## src/common/adc_regs_map.svh

```systemverilog
`ifndef ADC_REGS_MAP_SVH
`define ADC_REGS_MAP_SVH

// ****************************************
// bus geometry
// ****************************************
`define ADDR_W 3
`define DATA_W 16
`define RES_W_DEF 10

// ****************************************
// register offsets (word index on the plain port)
// ****************************************
`define OFS_RESULT0 3'h0
`define OFS_RESULT3 3'h3
`define OFS_CSR 3'h4

// ****************************************
// control/status field positions
// ****************************************
`define BIT_FLAG 15
`define BIT_IE 14
`define BIT_START 13
`define BIT_DMASEL 12
`define RSVD_HI_MSB 11
`define RSVD_HI_LSB 8
`define CKS_MSB 7
`define CKS_LSB 6
`define MODE_MSB 5
`define MODE_LSB 4
`define CH_MSB 1
`define CH_LSB 0

// ****************************************
// reset values and encodings
// ****************************************
`define RESULT_RESET 10'h000
`define CKS_RESET 2'h1
`define CH_RESET 2'h0
`define CHAN_FIRST 2'h0
`define CHAN_STEP 2'h1
`define RSVD_HI_VAL 4'h0
`define RSVD_LO_VAL 2'h0
`define MODE_SINGLE_CODE 2'h0
`define MODE_BAD_CODE 2'h1
`define MODE_MULTI_CODE 2'h2
`define MODE_SCAN_CODE 2'h3
`define ST_IDLE_CODE 2'h0
`define ST_ISSUE_CODE 2'h1
`define ST_WAIT_CODE 2'h3

`endif

```

## src/common/adc_pkg.sv

```systemverilog
`include "adc_regs_map.svh"
package adc_pkg;

   typedef enum logic [1:0]
   {
      MODE_SINGLE = `MODE_SINGLE_CODE,
      MODE_BAD = `MODE_BAD_CODE,
      MODE_MULTI = `MODE_MULTI_CODE,
      MODE_SCAN = `MODE_SCAN_CODE
   } mode_e;

   // gray along idle -> issue -> wait -> issue
   typedef enum logic [1:0]
   {
      SEQ_IDLE = `ST_IDLE_CODE,
      SEQ_ISSUE = `ST_ISSUE_CODE,
      SEQ_WAIT = `ST_WAIT_CODE
   } seq_state_e;

endpackage

```

## src/rtl/adc_result_and_control_regs.sv

```systemverilog
// Operation
// - four 16-bit result registers, one per input, read-only to software.
// - a finished conversion writes its 10-bit result into bits 15..6.
// - bits 5..0 of every result register always read zero.
// - all result registers start at zero.
// - inputs 0..3 store into result registers 0..3 respectively.
// - one 16-bit read/write control/status register selects mode and controls.
// - end flag sets after a single conversion or a full multi/scan pass.
// - flag clears by read-while-1 then write 0; writing 1 is ignored.
// - a DMA read of a result register clears the end flag while the select bit is 1.
// - interrupt request comes from the flag only while interrupt enable is 1.
// - writing 1 to start begins conversion; start reads 1 while converting.
// - writing 0 to start stops conversion.
// - single mode clears start when the channel conversion completes.
// - multi mode clears start after one pass over all selected channels.
// - scan mode repeats until software, reset or standby clears start.
// - select bit routes the end event to interrupt (0) or DMA (1).
// - control bits 11..8 read zero; software writes only zero there.
// - flag, enable, start and select bits reset to zero.
// - mode field: 00 single, 10 multi, 11 scan, 01 prohibited.
// - channel field picks one input in single, inputs 0..N otherwise.
// - multi mode converts from the lowest channel upward, storing each.
`timescale 1ns/100ps
`include "adc_regs_map.svh"
module adc_result_and_control_regs
#(
   parameter int RES_W = `RES_W_DEF
)
(
   // clock and reset
   input wire logic sys_clk,
   input wire logic rst,
   input wire logic clkEn,
   input wire logic standby,
   // register port
   input wire logic [`ADDR_W-1:0] regAddr,
   input wire logic [`DATA_W-1:0] regWrData,
   input wire logic regWrEn,
   input wire logic regRdEn,
   input wire logic regRdDma,
   output logic [`DATA_W-1:0] regRdData,
   // analog core
   output logic convStart,
   output logic [1:0] convChannel,
   output logic [1:0] convClockSel,
   input wire logic convDone,
   input wire logic [RES_W-1:0] convResult,
   // end-of-conversion requests
   output logic irqReq,
   output logic dmaReq
);

   // ****************************************
   // elaboration check
   // ****************************************
   generate
      if (RES_W < 1 || RES_W > `DATA_W)
      begin : gBadWidth
         $error("result width must lie between 1 and the data width");
      end
   endgenerate

   // ****************************************
   // state
   // ****************************************
   logic [RES_W-1:0] resultReg [4];
   logic flagReg;
   logic flagNext;
   logic armReg;
   logic armNext;
   logic ieReg;
   logic startReg;
   logic startNext;
   logic dmaSelReg;
   logic [1:0] cksReg;
   adc_pkg::mode_e modeReg;
   logic [1:0] chReg;
   logic [1:0] chanReg;
   logic [1:0] chanNext;
   adc_pkg::seq_state_e stateReg;
   adc_pkg::seq_state_e stateNext;
   logic [`DATA_W-1:0] rdDataReg;
   logic [`DATA_W-1:0] rdDataNext;

   // ****************************************
   // decode
   // ****************************************
   wire logic wrCsr = clkEn & regWrEn & (regAddr == `OFS_CSR);
   wire logic rdCsr = clkEn & regRdEn & (regAddr == `OFS_CSR);
   wire logic rdRes = clkEn & regRdEn & (regAddr <= `OFS_RESULT3);
   wire logic wStart = regWrData[`BIT_START];
   wire adc_pkg::mode_e wMode = adc_pkg::mode_e'(regWrData[`MODE_MSB:`MODE_LSB]);
   wire logic [1:0] wCh = regWrData[`CH_MSB:`CH_LSB];
   // a prohibited mode code behaves as single mode
   wire logic wSingle = (wMode == adc_pkg::MODE_SINGLE) || (wMode == adc_pkg::MODE_BAD);
   wire logic isScan = (modeReg == adc_pkg::MODE_SCAN);

   // start is honoured only from rest; a second 1 while running does not restart the sequence
   wire logic go = wrCsr & wStart & ~startReg & ~standby;
   // standby clears start as a reset would
   wire logic stopReq = (wrCsr & ~wStart) | (clkEn & standby);
   // a done strobe is counted only while a conversion is outstanding
   wire logic doneTake = clkEn & convDone & (stateReg == adc_pkg::SEQ_WAIT) & ~stopReq;
   // single mode starts at the field's channel, so the same compare ends both
   wire logic lastChan = (chanReg == chReg);
   wire logic lastDone = doneTake & lastChan;

   wire logic flagClrSw = wrCsr & ~regWrData[`BIT_FLAG] & armReg;
   wire logic flagClrDma = rdRes & regRdDma & dmaSelReg;

   // ****************************************
   // read mux
   // ****************************************
   wire logic [`DATA_W-1:0] csrValue =
   {
      flagReg,
      ieReg,
      startReg,
      dmaSelReg,
      `RSVD_HI_VAL,
      cksReg,
      modeReg,
      `RSVD_LO_VAL,
      chReg
   };
   // result sits left-aligned so the unused low bits read zero
   wire logic [`DATA_W-1:0] resValue =
      `DATA_W'(resultReg[regAddr[1:0]]) << (`DATA_W - RES_W);

   always_comb
   begin
      rdDataNext = '0;
      if (rdCsr)
      begin
         rdDataNext = csrValue;
      end
      else if (rdRes)
      begin
         rdDataNext = resValue;
      end
   end

   // ****************************************
   // flag and sequencer next state
   // ****************************************
   always_comb
   begin
      // setting wins over a clear in the same cycle
      flagNext = lastDone | (flagReg & ~(flagClrSw | flagClrDma));
      armNext = (rdCsr & flagReg) | (armReg & flagReg & ~wrCsr);

      startNext = startReg;
      if (stopReq)
      begin
         startNext = 1'b0;
      end
      else if (go)
      begin
         startNext = 1'b1;
      end
      else if (lastDone && !isScan)
      begin
         startNext = 1'b0;
      end

      chanNext = chanReg;
      if (go)
      begin
         chanNext = wSingle ? wCh : `CHAN_FIRST;
      end
      else if (doneTake && !lastChan)
      begin
         chanNext = chanReg + `CHAN_STEP;
      end
      else if (lastDone && isScan)
      begin
         chanNext = `CHAN_FIRST;
      end

      stateNext = stateReg;
      case (stateReg)
         adc_pkg::SEQ_IDLE:
         begin
            if (go)
            begin
               stateNext = adc_pkg::SEQ_ISSUE;
            end
         end
         adc_pkg::SEQ_ISSUE:
         begin
            if (stopReq)
            begin
               stateNext = adc_pkg::SEQ_IDLE;
            end
            else if (clkEn)
            begin
               stateNext = adc_pkg::SEQ_WAIT;
            end
         end
         adc_pkg::SEQ_WAIT:
         begin
            if (stopReq)
            begin
               stateNext = adc_pkg::SEQ_IDLE;
            end
            else if (lastDone && !isScan)
            begin
               stateNext = adc_pkg::SEQ_IDLE;
            end
            else if (doneTake)
            begin
               stateNext = adc_pkg::SEQ_ISSUE;
            end
         end
         default:
         begin
            stateNext = adc_pkg::SEQ_IDLE;
         end
      endcase
   end

   // ****************************************
   // registers
   // ****************************************
   always_ff @(posedge sys_clk or posedge rst)
   begin
      if (rst)
      begin
         flagReg <= 1'b0;
         armReg <= 1'b0;
         ieReg <= 1'b0;
         startReg <= 1'b0;
         dmaSelReg <= 1'b0;
         cksReg <= `CKS_RESET;
         modeReg <= adc_pkg::MODE_SINGLE;
         chReg <= `CH_RESET;
      end
      else if (clkEn)
      begin
         flagReg <= flagNext;
         armReg <= armNext;
         startReg <= startNext;
         if (wrCsr)
         begin
            ieReg <= regWrData[`BIT_IE];
            dmaSelReg <= regWrData[`BIT_DMASEL];
            cksReg <= regWrData[`CKS_MSB:`CKS_LSB];
            modeReg <= wMode;
            chReg <= wCh;
         end
      end
   end

   always_ff @(posedge sys_clk or posedge rst)
   begin
      if (rst)
      begin
         for (int i = 0; i < 4; i++)
         begin
            resultReg[i] <= RES_W'(`RESULT_RESET);
         end
      end
      else if (doneTake)
      begin
         resultReg[chanReg] <= convResult;
      end
   end

   always_ff @(posedge sys_clk or posedge rst)
   begin
      if (rst)
      begin
         stateReg <= adc_pkg::SEQ_IDLE;
         chanReg <= `CHAN_FIRST;
         rdDataReg <= '0;
      end
      else if (clkEn)
      begin
         stateReg <= stateNext;
         chanReg <= chanNext;
         rdDataReg <= rdDataNext;
      end
   end

   // ****************************************
   // outputs
   // ****************************************
   assign regRdData = rdDataReg;
   assign convStart = clkEn & (stateReg == adc_pkg::SEQ_ISSUE);
   assign convChannel = chanReg;
   assign convClockSel = cksReg;
   // the enable bit never opens the interrupt while DMA owns the event
   assign irqReq = flagReg & ieReg & ~dmaSelReg;
   assign dmaReq = flagReg & dmaSelReg;
endmodule

```

## config.mk

```make
export PLATFORM = sky130hd
export DESIGN_NAME = adc_result_and_control_regs
export DESIGN_NICKNAME = d
export VERILOG_FILES = /design/src/common/adc_pkg.sv /design/src/rtl/adc_result_and_control_regs.sv
export VERILOG_INCLUDE_DIRS = /design/src /design/src/common
export SDC_FILE = /design/constraint.sdc
export NUM_CORES = 1
export LEC_CHECK = 0
export BUFFER_PORTS_ARGS = -buffer_cell sky130_fd_sc_hd__buf_2
export CAP_MARGIN = 20
export CELL_PAD_IN_SITES_DETAIL_PLACEMENT = 0
export CELL_PAD_IN_SITES_GLOBAL_PLACEMENT = 1
export CORE_MARGIN = 2
export CORE_UTILIZATION = 49
export CTS_BUF_LIST = sky130_fd_sc_hd__clkbuf_8
export DETAILED_ROUTE_END_ITERATION = 8
export GPL_TIMING_DRIVEN = 0
export PLACE_DENSITY_LB_ADDON = 0.25
export SYNTH_ARGS = -nofsm -noshare
export SYNTH_HDL_FRONTEND = slang
export SYNTH_SLANG_ARGS = --single-unit
export TNS_END_PERCENT = 1
```

## constraint.sdc

```tcl
create_clock -name sys_clk -period 5.3 [get_ports sys_clk]
set_input_delay 0.265 -clock sys_clk [delete_from_list [all_inputs] [get_ports sys_clk]]
set_output_delay 0.265 -clock sys_clk [all_outputs]
set_load 0.005 [all_outputs]
```

# == Yosys cells after proc, flatten, opt, wreduce, memory -nomap -nowiden ==
# Cells that the tools add are included.
# totals
ff_bits,71
output_inout_bits,23
word_cells,104
inputBits,37
# op_classes
n_eq_ne,8
add_sub_neg,1
reduce_logical,15
magnitude_cmp,4
n_bitwise,40
muxes,21
# op_table
operator,n
bitwise mux 40 bit,1
2-to-1 mux 16 bit,2
2-to-1 mux 10 bit,3
AND 1 bit,26
binary-select mux 10 bit (select 2 bit),1
demux 10 bit (select 2 bit),1
2-to-1 mux 2 bit,9
NOT 1 bit,8
>= comparator 3 bit (second input constant),2
NOT 2 -> 3 bit,2
one-hot mux 2 bit (3 select lines),1
AND reduction 2 bit,3
nonzero test 3 bit,2
equality test 2 x 1 -> 1 bit (second input constant),2
equality test 2 bit (second input constant),2
logical AND 1 bit,4
logical NOT 2 bit,2
inequality test 4 x 3 -> 1 bit (second input constant),1
bitwise OR 1 bit,4
equality test 3 bit (second input constant),1
<= comparator 3 x 2 -> 1 bit (second input constant),1
< comparator 3 x 1 -> 1 bit (second input constant),1
2-to-1 mux 1 bit,3
AND reduction 3 bit,1
5 further kinds,6

# == Logic depth before layout (Yosys ltp) ==
# logic_depth
depth_word,11
depth_mapped,5

# == Least setup slack after synthesis ==
# Ideal clock, no wire load.
# synth_path
path_kind,register to register
start,register stateReg[0]
end,register resultReg[12] (netlist name)
required_ns,5.172
t_arrival_ns,1.468
n_path_buf,0
path_slack_ns,3.705
synth_period_minus_slack_ns,1.595
stages_incl_launch_ff,5
cell_sequence,dfrtp_1 nand4_1 a211oi_4 nand2_2 mux2_1
# synth_between
elab_chain_cells,3
# synth_rtl
element,line_no,rtl
from (decl),adc_result_and_control_regs.sv:80,adc_pkg::seq_state_e stateReg;
from (signal assigned),adc_result_and_control_regs.sv:273,stateReg <= adc_pkg::SEQ_IDLE;
from (signal assigned),adc_result_and_control_regs.sv:279,stateReg <= stateNext;
equality test 2 bit,adc_result_and_control_regs.sv:103,wire logic doneTake = clkEn & convDone & (stateReg == adc_pkg::SEQ_WAIT) & ~stopReq;
AND 1 bit (2 in a row),adc_result_and_control_regs.sv:103,
"to (signal, indexed assignment)",adc_result_and_control_regs.sv:260,resultReg[i] <= RES_W'(`RESULT_RESET);
"to (signal, indexed assignment)",adc_result_and_control_regs.sv:265,resultReg[chanReg] <= convResult;
to (decl),adc_result_and_control_regs.sv:66,logic [RES_W-1:0] resultReg [4];
# No other way between the ends.
# A chain may end at the register's enable or synchronous reset.

# == Worst setup path after layout ==
# layout_path
start,register stateReg[0]
end,register resultReg[14] (netlist name)
# The elaborated chain is that of the path after synthesis.

==> impl_metrics.ini <==
[status]
status = complete, no violations

[critical_path]
critical_path.cell_chain = nand4_1 > a211oi_4 > nand2_2 > mux2_1
start_kind = register
crit_buf_inv = 0
worst_path_max_delay_cell = a211oi_4
worstPathMaxFanout = 10
worstPathArrival_ns = 2.09
crit_family = simple AND/OR/NAND/NOR gates
required_ns = 5.53
worst_setup_path_end_kind = register
slowest_delay_ns = 0.43
path_class = reg2reg

[floorplan]
die_w_um = 84.44
die-area_mm2 = 0.007130
ios = 60
start_util_pct = 50.22
die_h_um = 84.44
core_area_mm2 = 0.006314
fp-row-count = 29

[timing]
finalCritPeriodShare_pct = 35.16
clock_skew_ns = 0.009759
worst_slew_pin_slew_ns = 0.8421
grt_setup_unrepaired = no
fmax_ghz = 0.5367
finalCriticalPeriod_ns = 1.863
setup_viol = 0
drv_slew = 0
relSlewSlack_pct = 43.86
hold_viol_final = 0
finalSetupTns_ns = 0

[clock_network]
postCtsSetupRepairBufs = 0
cts_made_buffers = 9
clk_latency_ns = 0.35
cts_sinks = 69
cts_hold_buf = 0
clockRootBuffer = clkbuf_8
ctsResizeCount = 0
clock_path_buffers = 2
cts_tree = built
cts.clk_slew.worst_paths_ns = 0.07
htreeDepth = 3

[global_routing]
grt_max_degree = 70
grt_usage_pct = 20.24
antenna_found_initial = 0
overflow = 0
grt_pass1_wl_um = 10980
grt_pass1_vias = 2149

[layout]
area_growth_pct = 16.61
n_fill_cell = 563
postLayoutCoreUtil_pct = 58.56
drive_above_1_share_pct = 39.32
fin_nets = 359
diodes = 0

[power]
p_leak_nw = 1.890
pwr_density_cell_mw_per_mm2 = 361.7
max-vdd-ir-drop_mv = 0.2112

[route]
wl_per_cell_um = 16.26
viasPerCell = 5.315
drtPass1Iterations = 4
vias = 2126
drtAntennaViolNets = 0
drc = 0
wirelength_um = 6504
drt_iter0_markers = 118

[place]
post-dp-hpwl_um = 4314
port_buffers = 51
place_congestion = 0.7683

[logic_synthesis]
syn_inst = 255
yosysWarningCount = 0
avgSynthCellArea_um2 = 12.43
syn_area_mm2 = 0.003171
synth_cell_type_count = 41
ys_seq_elements = 69
yosysSeqAreaShare_pct = 54.50

[min_path]
min_path_type = in2async

[flow_run]
cap_violations = 0
cells in the mapped netlist (all sizes together):
cell / n / area [µm²]
a211o: 2 / 17.52
a211oi: 3 / 35.03
a21o: 1 / 7.510
a21oi: 2 / 10.01
a221o: 7 / 70.07
a22oi: 1 / 7.510
a31o: 1 / 8.760
a31oi: 1 / 6.260
a32oi: 1 / 8.760
and2: 1 / 6.260
and3: 3 / 18.77
and3b: 1 / 8.760
and4b: 1 / 10.01
buf: 6 / 35.03
clkbuf: 3 / 11.26
conb: 1 / 3.750
dfrtp: 68 / 1702
dfstp: 1 / 26.28
ha: 4 / 50.05
inv: 14 / 52.55
mux2: 40 / 450.4
mux4: 10 / 225.2
nand2: 45 / 178.9
nand2b: 1 / 6.260
nand3: 3 / 15.01
nand3b: 1 / 7.510
nand4: 2 / 12.51
nand4b: 1 / 8.760
nor2: 5 / 18.77
nor2b: 8 / 50.05
nor3: 1 / 5.000
nor3b: 1 / 7.510
nor4: 1 / 6.260
o21ai: 10 / 50.05
o22ai: 1 / 6.260
or3b: 1 / 8.760
xnor2: 2 / 17.52
metal layers:
layer  wire length [µm]  GRT usage [%]  vias to the layer above
met3                353          5.605                        9
li1                   -              -                     1025
met5                  0              0                        -
met2               2836          28.57                       51
met1               3197          30.01                     1041
met4                116          7.792                        0
worst reg2reg max path, stage by stage, from the launching register on:
cell	delay [ns]
dfrtp_1	0.42
nand4_1	0.24
a211oi_4	0.43
nand2_2	0.28
mux2_1	0.39
cell families after synthesis:
logic type	count (synthesis)	share of synthesized area, %
and+or+nand+nor	76	11.64
DFF	69	54.50
muxes	50	21.31
AOI/OAI and AO/OA	30	7.183
buffers and inverters	23	3.117
adders and majority gates	4	1.579
xor gates and xnor gates	2	0.5526
other	1	0.1183
registers in the layout (all words and copies together) (netlist names):
signal,cells
armReg,1
ieReg,1
startReg,1
stateReg,2
modeReg,2
regRdData,14
flagReg,1
resultReg,40
convClockSel,2
dmaSelReg,1
chReg,2
convChannel,2
power by group:
group / switching, mW / total [mW] / internal (mW) / leakage, nW
combinational: 0.115 / 0.266 / 0.151 / 0.863
clock: 0.195 / 0.373 / 0.178 / 0.0984
sequential: 0.0709 / 0.699 / 0.628 / 0.929
total: 0.381 / 1.34 / 0.956 / 1.89
area by class of cell:
type	count	area (µm²)	area share, %
Sequential cell	69	1728	46.73
Clock buffer	10	137.6	3.723
Clock inverter	6	31.28	0.8460
Tap cell	77	96.34	2.606
Buffer	9	46.29	1.252
Timing Repair Buffer	51	255.2	6.904
Inverter	14	55.05	1.489
Multi-Input combinational cell	164	1348	36.45
final timing paths:
kind                                 start         endpoint  slack, ns  cells after the start
max                            stateReg[0]    resultReg[14]       3.44                      4
min reg2reg                convClockSel[0]  convClockSel[0]       0.47                      2
max reg2reg                    stateReg[0]    resultReg[14]       3.44                      4
min in group sys_clk          regWrData[6]  convClockSel[0]       0.10                      3
max in group asynchronous              rst     resultReg[6]       4.66                      2
min                                    rst    resultReg[33]       0.09                      2
through the flow:
step | power, mW | setup slack (ns) | hold slack (ns) | area (µm²) | std cells
3_3_place_gp | 0.9648 | 2.434 | 0.4531 | 3526 | 384
6_report | 1.337 | 3.437 | 0.09109 | 3697 | 400
4_1_cts | 1.348 | 3.424 | 0.09616 | 3697 | 400
2_1_floorplan | 0.8860 | 3.297 | 0.3480 | 3174 | 256
3_5_place_dp | 0.9763 | 3.338 | 0.4609 | 3528 | 384
5_1_grt | 1.421 | 3.310 | 0.09630 | 3697 | 400
cell usage in the layout (no fill, tap or decap), types with 5 or more instances in the layout:
master and count:
nor2_1 5, clkbuf_8 10, mux2_2 37, a221o_1 7, nand2_1 41, dfrtp_1 68, buf_2 55, nor2b_1 8
inv_1 15, mux4_2 10, o21ai_0 10
No activity file was read; power rests on OpenSTA's default activity.
